--- src/verilog/hbp_regs.svh ---
// Purpose: Register indices, field layouts, write masks and timing counts of the block.
// Assumes: Byte registers, each on one aligned 32-bit APB word (byte address = index * 4).
// Notes: Definitions only.
`ifndef HBP_REGS_SVH
`define HBP_REGS_SVH
`define HBP_IDX_DTA_LO    5'd0
`define HBP_IDX_DTA_HI    5'd1
`define HBP_IDX_DTB_LO    5'd2
`define HBP_IDX_DTB_HI    5'd3
`define HBP_IDX_DLY_LO    5'd4
`define HBP_IDX_DLY_HI    5'd5
`define HBP_IDX_DLYMX_LO  5'd6
`define HBP_IDX_DLYMX_HI  5'd7
`define HBP_IDX_CEIL_LO   5'd8
`define HBP_IDX_CEIL_HI   5'd9
`define HBP_IDX_FLOOR_LO  5'd10
`define HBP_IDX_FLOOR_HI  5'd11
`define HBP_IDX_STEP      5'd12
`define HBP_IDX_MCTL      5'd13
`define HBP_IDX_MMODE     5'd14
`define HBP_IDX_MCNT_LO   5'd15
`define HBP_IDX_MCNT_HI   5'd16
`define HBP_IDX_MCAP_LO   5'd17
`define HBP_IDX_MCAP_HI   5'd18
`define HBP_IDX_PHWIN     5'd19
`define HBP_IDX_JCTL      5'd20
`define HBP_IDX_JPRE1     5'd21
`define HBP_IDX_MSTAT     5'd25
`define HBP_NUM_CFG       25
`define HBP_NUM_REGS      26
`define HBP_MASK_FULL     8'hFF
`define HBP_MASK_HI12     8'h0F
`define HBP_MASK_HI11     8'h07
`define HBP_MASK_MCTL     8'h7F
`define HBP_MASK_MMODE    8'hF0
`define HBP_MASK_JCTL     8'h0B
`define HBP_MASK_NONE     8'h00
`define HBP_RESET_BYTE    8'h00
`define HBP_JIT_BASE_DIV  128
`define HBP_HDIV_16       6'h0F
`define HBP_HDIV_64       6'h3F
`define HBP_SDIV_4        2'h3
`endif

--- src/verilog/hbp_pkg.sv ---
// Purpose: Types shared by the timing block and its bench.
// Assumes: Constants live in hbp_regs.svh.
// Notes: Structs carry the core-side inputs and the gate outputs.
package hbp_pkg;
  typedef struct packed {
    logic [11:0] period;
    logic [11:0] duty;
    logic        run;
    logic        hw_jitter;
    logic        boundary;
    logic        raw;
  } hbp_core_s;
  typedef struct packed {
    logic a_high;
    logic a_low;
    logic b_high;
    logic b_low;
  } hbp_gate_s;
  typedef enum logic [2:0] {
    HBP_SEC_T1 = 3'b000,
    HBP_SEC_T2 = 3'b001,
    HBP_SEC_T3 = 3'b010,
    HBP_SEC_T4 = 3'b011,
    HBP_SEC_T5 = 3'b100
  } hbp_section_e;
endpackage

--- src/verilog/hbp_timing.sv ---
// Purpose: Dead time, pair delay, period limits, measurement counter and jitter timer.
// Assumes: clk is the PWM clock; sys, high and sub clocks arrive as same-domain tick pulses.
// Notes: The rules carried by this block follow.
`timescale 1ns/1ps
`include "hbp_regs.svh"
module hbp_timing
  import hbp_pkg::*;
#(
  parameter int INTERVAL_BASE = 8192
) (
  // Clock, enable and reset.
  input  wire logic        clk,
  input  wire logic        ce,
  input  wire logic        resetn,
  // APB slave.
  input  wire logic        psel,
  input  wire logic        penable,
  input  wire logic        pwrite,
  input  wire logic [7:0]  paddr,
  input  wire logic [31:0] pwdata,
  output logic [31:0]      prdata,
  output logic             pready,
  output logic             pslverr,
  // Period and duty core.
  input  hbp_core_s        core,
  input  wire logic        adjust_request,
  input  wire logic [1:0]  adjust_code,
  output logic [11:0]      period_adjusted,
  output logic             adjust_shutdown,
  // Clock ticks and pins.
  input  wire logic        sys_tick,
  input  wire logic        high_tick,
  input  wire logic        sub_tick,
  input  wire logic        measure_pin,
  input  wire logic        phase_pin,
  // Results.
  output hbp_gate_s        gates,
  output logic             measure_capture_flag,
  output logic             phase_window_active,
  output logic [2:0]       jitter_section_indicator,
  output logic             jitter_timer_wrap
);
  logic [7:0]   cfg [0:`HBP_NUM_CFG-1];
  logic [7:0]   rd_val [0:`HBP_NUM_REGS-1];
  logic [4:0]   idx;
  logic         hit, wr, setup;
  logic [11:0]  act_dt_a, act_dt_b, lim_a, lim_b, off_span;
  logic [10:0]  act_delay, dl_cnt;
  logic         dl_pend, dl_tgt, b_raw;
  logic [1:0]   raw_in, raw_q, hi, lo, wait_hi, wait_lo;
  logic [11:0]  dt_cnt [0:1];
  logic [2:0]   sync1, sync2, sync3;
  logic         mpin_rise, mpin_fall, ph_rise, ph_fall;
  logic         meas_on, meas_on_q, meas_tick, cap_evt, iv_done;
  logic [1:0]   sdiv;
  logic [5:0]   hdiv;
  logic [9:0]   mcount, mcapture;
  logic [19:0]  iv_cnt, iv_end;
  logic [8:0]   win_cnt;
  logic         jt_on, jt_on_q, jt_tick, general_mode;
  logic [9:0]   jt_div, jt_mask;
  logic [7:0]   jt_cnt;
  hbp_section_e section;

  function automatic logic [7:0] wmask(input int i);
    if (i == 1 || i == 3 || i == 9 || i == 11) wmask = `HBP_MASK_HI12;
    else if (i == 5 || i == 7) wmask = `HBP_MASK_HI11;
    else if (i == `HBP_IDX_MCTL) wmask = `HBP_MASK_MCTL;
    else if (i == `HBP_IDX_MMODE) wmask = `HBP_MASK_MMODE;
    else if (i >= `HBP_IDX_MCNT_LO && i <= `HBP_IDX_MCAP_HI) wmask = `HBP_MASK_NONE;
    else if (i == `HBP_IDX_JCTL) wmask = `HBP_MASK_JCTL;
    else wmask = `HBP_MASK_FULL;
  endfunction

  // Bus decode: the answer comes in the first access cycle.
  assign idx     = paddr[6:2];
  assign hit     = (paddr[1:0] == 2'b00) && !paddr[7] && (idx < 5'(`HBP_NUM_REGS));
  assign setup   = ce && psel && !penable;
  assign pready  = ce && psel && penable;
  assign wr      = pready && pwrite && hit;

  for (genvar i = 0; i < `HBP_NUM_CFG; i++) begin : g_cfg
    always_ff @(posedge clk or negedge resetn) begin
      if (!resetn) begin
        cfg[i] <= `HBP_RESET_BYTE;
      end else if (wr && idx == 5'(i)) begin
        cfg[i] <= pwdata[7:0] & wmask(i);
      end
    end
  end

  always_comb begin
    for (int i = 0; i < `HBP_NUM_CFG; i++) begin
      rd_val[i] = cfg[i];
    end
    rd_val[`HBP_IDX_MCNT_LO] = mcount[7:0];
    rd_val[`HBP_IDX_MCNT_HI] = {6'h00, mcount[9:8]};
    rd_val[`HBP_IDX_MCAP_LO] = mcapture[7:0];
    rd_val[`HBP_IDX_MCAP_HI] = {6'h00, mcapture[9:8]};
    rd_val[`HBP_IDX_JCTL]    = {1'b0, section, cfg[`HBP_IDX_JCTL][3:0]};
    rd_val[`HBP_IDX_MSTAT]   = {7'h00, measure_capture_flag};
  end

  always_ff @(posedge clk or negedge resetn) begin
    if (!resetn) begin
      prdata  <= 32'h0000_0000;
      pslverr <= 1'b0;
    end else if (setup) begin
      prdata  <= (hit && !pwrite) ? {24'h00_0000, rd_val[idx]} : 32'h0000_0000;
      pslverr <= !hit;
    end
  end

  // Shadow transfer keeps the dead-time and pair-delay values whole.
  always_ff @(posedge clk or negedge resetn) begin
    if (!resetn) begin
      act_dt_a  <= 12'h000;
      act_dt_b  <= 12'h000;
      act_delay <= 11'h000;
    end else if (ce && (core.boundary || !core.run)) begin
      act_dt_a  <= {cfg[`HBP_IDX_DTA_HI][3:0], cfg[`HBP_IDX_DTA_LO]};
      act_dt_b  <= {cfg[`HBP_IDX_DTB_HI][3:0], cfg[`HBP_IDX_DTB_LO]};
      act_delay <= {cfg[`HBP_IDX_DLY_HI][2:0], cfg[`HBP_IDX_DLY_LO]};
    end
  end

  assign off_span = core.period - core.duty;
  assign lim_a    = (act_dt_a > core.duty) ? core.duty : act_dt_a;
  assign lim_b    = (act_dt_b > off_span) ? off_span : act_dt_b;
  assign raw_in   = {b_raw, core.raw && core.run};

  // Second group: an edge of the first group is repeated after the delay; a newer edge before then replaces it.
  always_ff @(posedge clk or negedge resetn) begin
    if (!resetn) begin
      dl_cnt  <= 11'h000;
      dl_pend <= 1'b0;
      dl_tgt  <= 1'b0;
      b_raw   <= 1'b0;
    end else if (ce) begin
      if (!core.run) begin
        dl_pend <= 1'b0;
        b_raw   <= 1'b0;
      end else if (raw_in[0] != raw_q[0]) begin
        dl_cnt  <= 11'h001;
        dl_pend <= (act_delay != 11'h000);
        dl_tgt  <= raw_in[0];
        if (act_delay == 11'h000) begin
          b_raw <= raw_in[0];
        end
      end else if (dl_pend) begin
        if (dl_cnt >= act_delay) begin
          b_raw   <= dl_tgt;
          dl_pend <= 1'b0;
        end else begin
          dl_cnt <= dl_cnt + 11'h001;
        end
      end
    end
  end

  for (genvar p = 0; p < 2; p++) begin : g_pair
    always_ff @(posedge clk or negedge resetn) begin
      if (!resetn) begin
        raw_q[p]   <= 1'b0;
        hi[p]      <= 1'b0;
        lo[p]      <= 1'b0;
        wait_hi[p] <= 1'b0;
        wait_lo[p] <= 1'b0;
        dt_cnt[p]  <= 12'h000;
      end else if (ce) begin
        raw_q[p] <= raw_in[p];
        if (!core.run) begin
          hi[p]      <= 1'b0;
          lo[p]      <= 1'b0;
          wait_hi[p] <= 1'b0;
          wait_lo[p] <= 1'b0;
        end else if (raw_in[p] && !raw_q[p]) begin
          lo[p]      <= 1'b0;
          dt_cnt[p]  <= 12'h000;
          wait_hi[p] <= 1'b1;
          wait_lo[p] <= 1'b0;
        end else if (!raw_in[p] && raw_q[p]) begin
          hi[p]      <= 1'b0;
          dt_cnt[p]  <= 12'h000;
          wait_lo[p] <= 1'b1;
          wait_hi[p] <= 1'b0;
        end else if (wait_hi[p]) begin
          if (dt_cnt[p] >= lim_a) begin
            hi[p]      <= 1'b1;
            wait_hi[p] <= 1'b0;
          end else begin
            dt_cnt[p] <= dt_cnt[p] + 12'h001;
          end
        end else if (wait_lo[p]) begin
          if (dt_cnt[p] >= lim_b) begin
            lo[p]      <= 1'b1;
            wait_lo[p] <= 1'b0;
          end else begin
            dt_cnt[p] <= dt_cnt[p] + 12'h001;
          end
        end
      end
    end
  end
  assign gates = '{a_high: hi[0], a_low: lo[0], b_high: hi[1], b_low: lo[1]};

  // Period step-down under protection adjust codes 10 and 11.
  always_ff @(posedge clk or negedge resetn) begin
    if (!resetn) begin
      period_adjusted <= 12'h000;
      adjust_shutdown <= 1'b0;
    end else if (ce) begin
      if (!adjust_request || !adjust_code[1] || !core.run) begin
        period_adjusted <= core.period;
        adjust_shutdown <= 1'b0;
      end else if (core.boundary) begin
        if (period_adjusted < {cfg[`HBP_IDX_FLOOR_HI][3:0], cfg[`HBP_IDX_FLOOR_LO]}) begin
          adjust_shutdown <= !adjust_code[0];
        end else begin
          period_adjusted <= period_adjusted - {4'h0, cfg[`HBP_IDX_STEP]};
        end
      end
    end
  end

  // Pin synchronisers: bit 0 measure pin, bit 1 phase pin.
  always_ff @(posedge clk or negedge resetn) begin
    if (!resetn) begin
      sync1 <= 3'h0;
      sync2 <= 3'h0;
      sync3 <= 3'h0;
    end else if (ce) begin
      sync1 <= {1'b0, phase_pin, measure_pin};
      sync2 <= sync1;
      sync3 <= sync2;
    end
  end
  assign mpin_rise = sync2[0] && !sync3[0];
  assign mpin_fall = !sync2[0] && sync3[0];
  assign ph_rise   = sync2[1] && !sync3[1];
  assign ph_fall   = !sync2[1] && sync3[1];

  assign meas_on = cfg[`HBP_IDX_MCTL][3];
  always_comb begin
    case (cfg[`HBP_IDX_MCTL][6:4])
      3'b000:  meas_tick = sys_tick && sdiv == `HBP_SDIV_4;
      3'b001:  meas_tick = sys_tick;
      3'b010:  meas_tick = high_tick && hdiv[3:0] == `HBP_HDIV_16;
      3'b011:  meas_tick = high_tick && hdiv == `HBP_HDIV_64;
      3'b110:  meas_tick = mpin_rise;
      3'b111:  meas_tick = mpin_fall;
      default: meas_tick = sub_tick;
    endcase
  end
  assign iv_end  = 20'((INTERVAL_BASE << cfg[`HBP_IDX_MCTL][2:0]) - 1);
  assign iv_done = cfg[`HBP_IDX_MMODE][7] && iv_cnt == iv_end;
  always_comb begin
    case (cfg[`HBP_IDX_MMODE][5:4])
      2'b00:   cap_evt = ph_rise;
      2'b01:   cap_evt = ph_fall;
      2'b10:   cap_evt = ph_rise || ph_fall;
      default: cap_evt = 1'b0;
    endcase
    if (cfg[`HBP_IDX_MMODE][7]) cap_evt = 1'b0;
  end

  always_ff @(posedge clk or negedge resetn) begin
    if (!resetn) begin
      meas_on_q <= 1'b0;
      sdiv      <= 2'h0;
      hdiv      <= 6'h00;
      iv_cnt    <= 20'h0_0000;
      mcount    <= 10'h000;
      mcapture  <= 10'h000;
    end else if (ce) begin
      meas_on_q <= meas_on;
      if (meas_on && !meas_on_q) begin
        iv_cnt   <= 20'h0_0000;
        mcount   <= 10'h000;
        mcapture <= 10'h000;
      end else if (meas_on) begin
        sdiv   <= sys_tick ? sdiv + 2'h1 : sdiv;
        hdiv   <= high_tick ? hdiv + 6'h01 : hdiv;
        iv_cnt <= iv_done ? 20'h0_0000 : iv_cnt + 20'h0_0001;
        if (iv_done || cap_evt) begin
          mcapture <= mcount;
          mcount   <= 10'h000;
        end else if (meas_tick) begin
          mcount <= mcount + 10'h001;
        end
      end
    end
  end

  // Flag is cleared by writing one; a new capture in that cycle wins.
  always_ff @(posedge clk or negedge resetn) begin
    if (!resetn) begin
      measure_capture_flag <= 1'b0;
    end else if (ce) begin
      if (meas_on && meas_on_q && (iv_done || cap_evt)) begin
        measure_capture_flag <= 1'b1;
      end else if (wr && idx == `HBP_IDX_MSTAT && pwdata[0]) begin
        measure_capture_flag <= 1'b0;
      end
    end
  end

  always_ff @(posedge clk or negedge resetn) begin
    if (!resetn) begin
      win_cnt             <= 9'h000;
      phase_window_active <= 1'b0;
    end else if (ce) begin
      if (ph_rise) begin
        win_cnt             <= {1'b0, cfg[`HBP_IDX_PHWIN]};
        phase_window_active <= 1'b1;
      end else if (win_cnt != 9'h000) begin
        win_cnt <= win_cnt - 9'h001;
      end else begin
        phase_window_active <= 1'b0;
      end
    end
  end

  // Jitter timer.
  assign jt_on        = cfg[`HBP_IDX_JCTL][3];
  assign jt_mask      = 10'((`HBP_JIT_BASE_DIV << cfg[`HBP_IDX_JCTL][1:0]) - 1);
  assign jt_tick      = jt_on && high_tick && ((jt_div & jt_mask) == jt_mask);
  assign general_mode = !core.run || !core.hw_jitter;
  assign jitter_section_indicator = section;

  always_ff @(posedge clk or negedge resetn) begin
    if (!resetn) begin
      jt_on_q           <= 1'b0;
      jt_div            <= 10'h000;
      jt_cnt            <= 8'h00;
      section           <= HBP_SEC_T1;
      jitter_timer_wrap <= 1'b0;
    end else if (ce) begin
      jt_on_q           <= jt_on;
      jitter_timer_wrap <= 1'b0;
      if (!jt_on) begin
        jt_div <= 10'h000;
      end else if (!jt_on_q) begin
        jt_div  <= 10'h000;
        jt_cnt  <= cfg[`HBP_IDX_JPRE1];
        section <= HBP_SEC_T1;
      end else begin
        jt_div <= high_tick ? jt_div + 10'h001 : jt_div;
        if (jt_tick && section != HBP_SEC_T5) begin
          if (jt_cnt != 8'hFF) begin
            jt_cnt <= jt_cnt + 8'h01;
          end else begin
            jitter_timer_wrap <= 1'b1;
            if (general_mode || section == HBP_SEC_T4) begin
              jt_cnt  <= cfg[`HBP_IDX_JPRE1];
              section <= general_mode ? HBP_SEC_T1 : HBP_SEC_T5;
            end else begin
              jt_cnt  <= cfg[`HBP_IDX_JPRE1 + 5'(section) + 5'd1];
              section <= hbp_section_e'(section + 3'd1);
            end
          end
        end
      end
    end
  end

  property p_dt_a_wait;
    @(posedge clk) disable iff (!resetn)
    $rose(gates.a_high) |-> $past(dt_cnt[0]) >= $past(lim_a);
  endproperty
  a_dt_a_wait: assert property (p_dt_a_wait) else $error("high side rose early");
  property p_lim_a;
    @(posedge clk) disable iff (!resetn) lim_a <= core.duty;
  endproperty
  a_lim_a: assert property (p_lim_a) else $error("dead time a above duty");
  property p_lim_b;
    @(posedge clk) disable iff (!resetn) lim_b <= off_span;
  endproperty
  a_lim_b: assert property (p_lim_b) else $error("dead time b above off span");
  property p_no_overlap;
    @(posedge clk) disable iff (!resetn) !(gates.a_high && gates.a_low);
  endproperty
  a_no_overlap: assert property (p_no_overlap) else $error("pair a overlap");
  property p_meas_clear;
    @(posedge clk) disable iff (!resetn)
    ce && $rose(meas_on) |=> mcount == 10'h000 && mcapture == 10'h000;
  endproperty
  a_meas_clear: assert property (p_meas_clear) else $error("counter not cleared");
  property p_meas_hold;
    @(posedge clk) disable iff (!resetn)
    !meas_on && !meas_on_q |=> $stable(mcount) && $stable(mcapture);
  endproperty
  a_meas_hold: assert property (p_meas_hold) else $error("counter moved while off");
  property p_jt_load;
    @(posedge clk) disable iff (!resetn)
    ce && jt_on && !jt_on_q |=> jt_cnt == $past(cfg[`HBP_IDX_JPRE1]) && section == HBP_SEC_T1;
  endproperty
  a_jt_load: assert property (p_jt_load) else $error("preload not loaded");
  property p_jt_stop;
    @(posedge clk) disable iff (!resetn)
    !jt_on [*2] |-> jt_div == 10'h000 && $stable(jt_cnt);
  endproperty
  a_jt_stop: assert property (p_jt_stop) else $error("jitter timer ran while off");
  property p_window;
    @(posedge clk) disable iff (!resetn)
    ce && ph_rise && cfg[`HBP_IDX_PHWIN] == 8'h01 |=> phase_window_active [*2];
  endproperty
  a_window: assert property (p_window) else $error("phase window short");
  c_capture: cover property (@(posedge clk) disable iff (!resetn) $rose(measure_capture_flag));
  c_section: cover property (@(posedge clk) disable iff (!resetn) section == HBP_SEC_T5);
  c_gate_b:  cover property (@(posedge clk) disable iff (!resetn) $rose(gates.b_high));
  c_adjust:  cover property (@(posedge clk) disable iff (!resetn) $rose(adjust_shutdown));
endmodule

--- config.mk ---
export PLATFORM = sky130hd
export DESIGN_NAME = hbp_timing
export DESIGN_NICKNAME = d
export VERILOG_FILES = /design/src/verilog/hbp_pkg.sv /design/src/verilog/hbp_timing.sv
export VERILOG_INCLUDE_DIRS = /design/src /design/src/verilog
export SDC_FILE = /design/constraint.sdc
export NUM_CORES = 1
export LEC_CHECK = 0
export ABC_AREA = 0
export BUFFER_PORTS_ARGS = -buffer_cell sky130_fd_sc_hd__clkbuf_2
export CORE_ASPECT_RATIO = 0.75
export CORE_UTILIZATION = 49
export CTS_CLUSTER_SIZE = 24
export DETAILED_ROUTE_END_ITERATION = 7
export PLACE_DENSITY = 0.69
export SLEW_MARGIN = 0
export SYNTH_ARGS = -nofsm -noshare
export SYNTH_HDL_FRONTEND = slang
export SYNTH_SLANG_ARGS = --single-unit
--- constraint.sdc ---
create_clock -name clk -period 4.5 [get_ports clk]
set_clock_uncertainty 0.2 [all_clocks]
set_input_delay 0.9 -clock clk [delete_from_list [all_inputs] [get_ports clk]]
set_output_delay 0.9 -clock clk [all_outputs]
set_load 0.05 [all_outputs]
==> run metrics <==
syn avg cell area 9.968 um2; Least-Margin Pin Slew 923.6 ps; critical path endpoint category flip-flop; Total Die Area 41460 um2; min Tclk post-route 6325 ps; register area share after synthesis 40.96%; first-pass GRT wire length 92090 um; slowest stage delay, CP 360 ps; Mapped Cells 1998; Filler cells 3261; Synth Flop Type dfrtp_1; Worst EP required 4690 ps; Die Ht 176.6 um; vias per cell 6.043; Starting Density 50.03%; drt first pass iters 7; crit-path max FO 6; # clock sinks 326; vias in the first global route 16470; vias after detailed routing 16790; failing checks setup timing; EDFF count, synth 0; ANT cells 0; cts hold-fix bufs 0; Netlist cell types 83; Clk Latency, worst-skew pair 540 ps; Pleak 11.24 nW; aggregate global-route resource usage 28.19%; layout cell share with drive strength beyond 1 27.90%; Tot Pwr 8.575 mW; Pwr Density 358.5 nW/um2; cell area after layout 23920 um2; Clk Tree Root Cell clkbuf_16; post-route ant nets 0; number of core rows 63; WL/cell 20.95 um; Final Hold Fails 0; DP HPWL 42700 um; CORE AREA 39810 um2; unrepaired setup endpoints after global routing true; utilization after layout 60.08%; H-tree depth 2; HP Class in2async; largest net degree at the start of global routing 112; fin. max-slew vios 0; final setup margin -1825 ps; Relative slew margins 38.20%; yosys warns 0; area post-placement 22050 um2; outcome finished, violations left; f_max 158.1 MHz; Setup Crit Path Kind in2reg; Max VDD drop 0.2334 mV; I/O Buffers 90; num ports 139; DIE WIDTH 234.8 um; CTS tree built; area grow syn2layout 20.10%; crit-path most repeated cell a21o_1; Synth Cell Area 19920 um2; Initial DRC Count 1446; Setup WS pre-CTS -2630 ps; Synth Register Bits 326; Remaining DRCs 0; CTS max path bufs 3; final wirelength 58200 um; initial antenna violation count 0; CTS clock-pin slew for the worst setup and hold paths 60 ps; Critical Path AT 6520 ps; Num CTS Buffers 36; GP Congestion 0.9139; maxcap violations 0; gr ovfl total 0; final period utilization 140.6%; Post-synth ARST share 100.0%; setup TNS -48620 ps; final setup vio count 32; slowest CP cell ha_1; Startpoint Class input port; # nets final 2443
==> final cells by class <==
class | count | area, um2 | area share (%)
tap | 520 | 650.6 | 2.720
multi-input combinational | 1487 | 11360 | 47.49
inverter | 97 | 385.4 | 1.611
clock inverter | 15 | 264.0 | 1.104
sequential | 326 | 8158 | 34.11
timing repair buffer | 284 | 2071 | 8.658
clock buffer | 49 | 1031 | 4.311
==> per-layer routing <==
metal / vias to the layer above / GRT usage, % / routed length (um)
met5: - / 0 / 0
met4: 0 / 6.552 / 1199
met3: 97 / 5.691 / 4635
met2: 629 / 41.75 / 24810
met1: 8328 / 42.20 / 27560
li1: 7733 / - / -
==> worst max-delay path, delay by kind of cell <==
| kind | cells | cell delay, ps |
|---|---|---|
| xor gates and xnor gates | 1 | 110 |
| adders and majority gates | 3 | 740 |
| buffers and inverters | 5 | 500 |
| and+or+nand+nor | 7 | 910 |
| muxes | 2 | 400 |
| AOI/OAI and AO/OA | 14 | 2930 |
==> stage by stage <==
step / hold WS (ps) / instances
after global placement: 250.9 / 2685
after global routing: 297.1 / 2778
after detailed placement: 257.0 / 2685
after floorplan: 233.4 / 2021
after CTS: 270.0 / 2772
final: 258.2 / 2778
==> path summary, 6_finish.rpt <==
kind | from | end | slack (ps) | depth (start not counted)
setup / recovery | core[16] | dt_cnt[9] | -1830 | 32
hold / removal | resetn | wait_lo[0] | 260 | 1
setup reg to reg | act_dt_b[6] | dt_cnt[9] | -470 | 21
hold reg to reg | mcapture[0] | mcapture[0] | 270 | 2
max in group asynchronous | resetn | measure_capture_flag | 2820 | 2
min in group clk | mcapture[0] | mcapture[0] | 270 | 2
==> logic make-up (layout without fill, tap and decap cells) <==
group / after synthesis / after routing / share of synthesized area [%]
buffers and inverters: 208 / 445 / 4.461
adder cells (fa/ha/maj): 130 / 130 / 8.230
XOR/XNOR: 40 / 40 / 1.759
other: 1 / 24 / 0.01883
AND/OR/NAND/NOR: 567 / 567 / 13.63
flip-flops: 326 / 326 / 40.96
multiplexers: 251 / 251 / 15.30
AO/OA/AOI/OAI: 475 / 475 / 15.63
==> power by group <==
part	switching [mW]	internal, mW
registers	0.218	3.08
clock network	1.25	2.01
logic	1.15	0.871
==> cell usage after synthesis, types with 22 or more instances <==
library cell	n	area share [%]
a21o_1	37	1.4
a21oi_1	83	2.1
a22oi_1	22	0.83
a31oi_1	27	0.85
and3_1	34	1.1
buf_4	24	0.90
clkbuf_1	75	1.4
dfrtp_1	326	41
ha_1	127	8.0
inv_1	95	1.8
mux2_2	183	10
mux2i_1	42	2.1
mux4_2	24	2.7
nand2_1	167	3.1
nand2b_1	37	1.2
nand3_1	78	2.0
nand4_1	22	0.69
nor2_1	123	2.3
nor2b_1	22	0.69
nor3_1	32	0.80
o21ai_0	157	3.9
xnor2_1	27	1.2
==> cells in the final DEF, fill, tap and decap left out, types with 25 or more instances in the layout <==
cell / instances
clkbuf_2: 87
xnor2_1: 27
o21ai_0: 133
mux2_2: 183
dfrtp_1: 326
clkbuf_16: 38
nor2_1: 120
a21o_1: 37
mux2i_1: 40
nand2_1: 166
nand2b_1: 35
ha_1: 122
nor3_1: 31
nand3_1: 76
inv_1: 91
a31oi_1: 25
buf_4: 177
and3_1: 33
a21oi_1: 76
==> flip-flops by register name (all words and copies together), names as in the netlist, 3 cells and up <==
signal	cells
act_dt_b	12
cfg	132
win_cnt	9
jitter_section_indicator	3
iv_cnt	20
prdata	8
hdiv	6
dt_cnt	24
jt_cnt	8
act_dt_a	12
act_delay	11
jt_div	10
mcount	10
dl_cnt	11
gates	4
period_adjusted	12
mcapture	10
==> what timing repair did <==
action,4_1_cts,5_1_grt
pin swaps,36,35
endpoints found under the setup margin,32,32
gates resized for setup,56,32
setup buffers,25,7
Note: power is estimated with default switching activity, not from simulation.
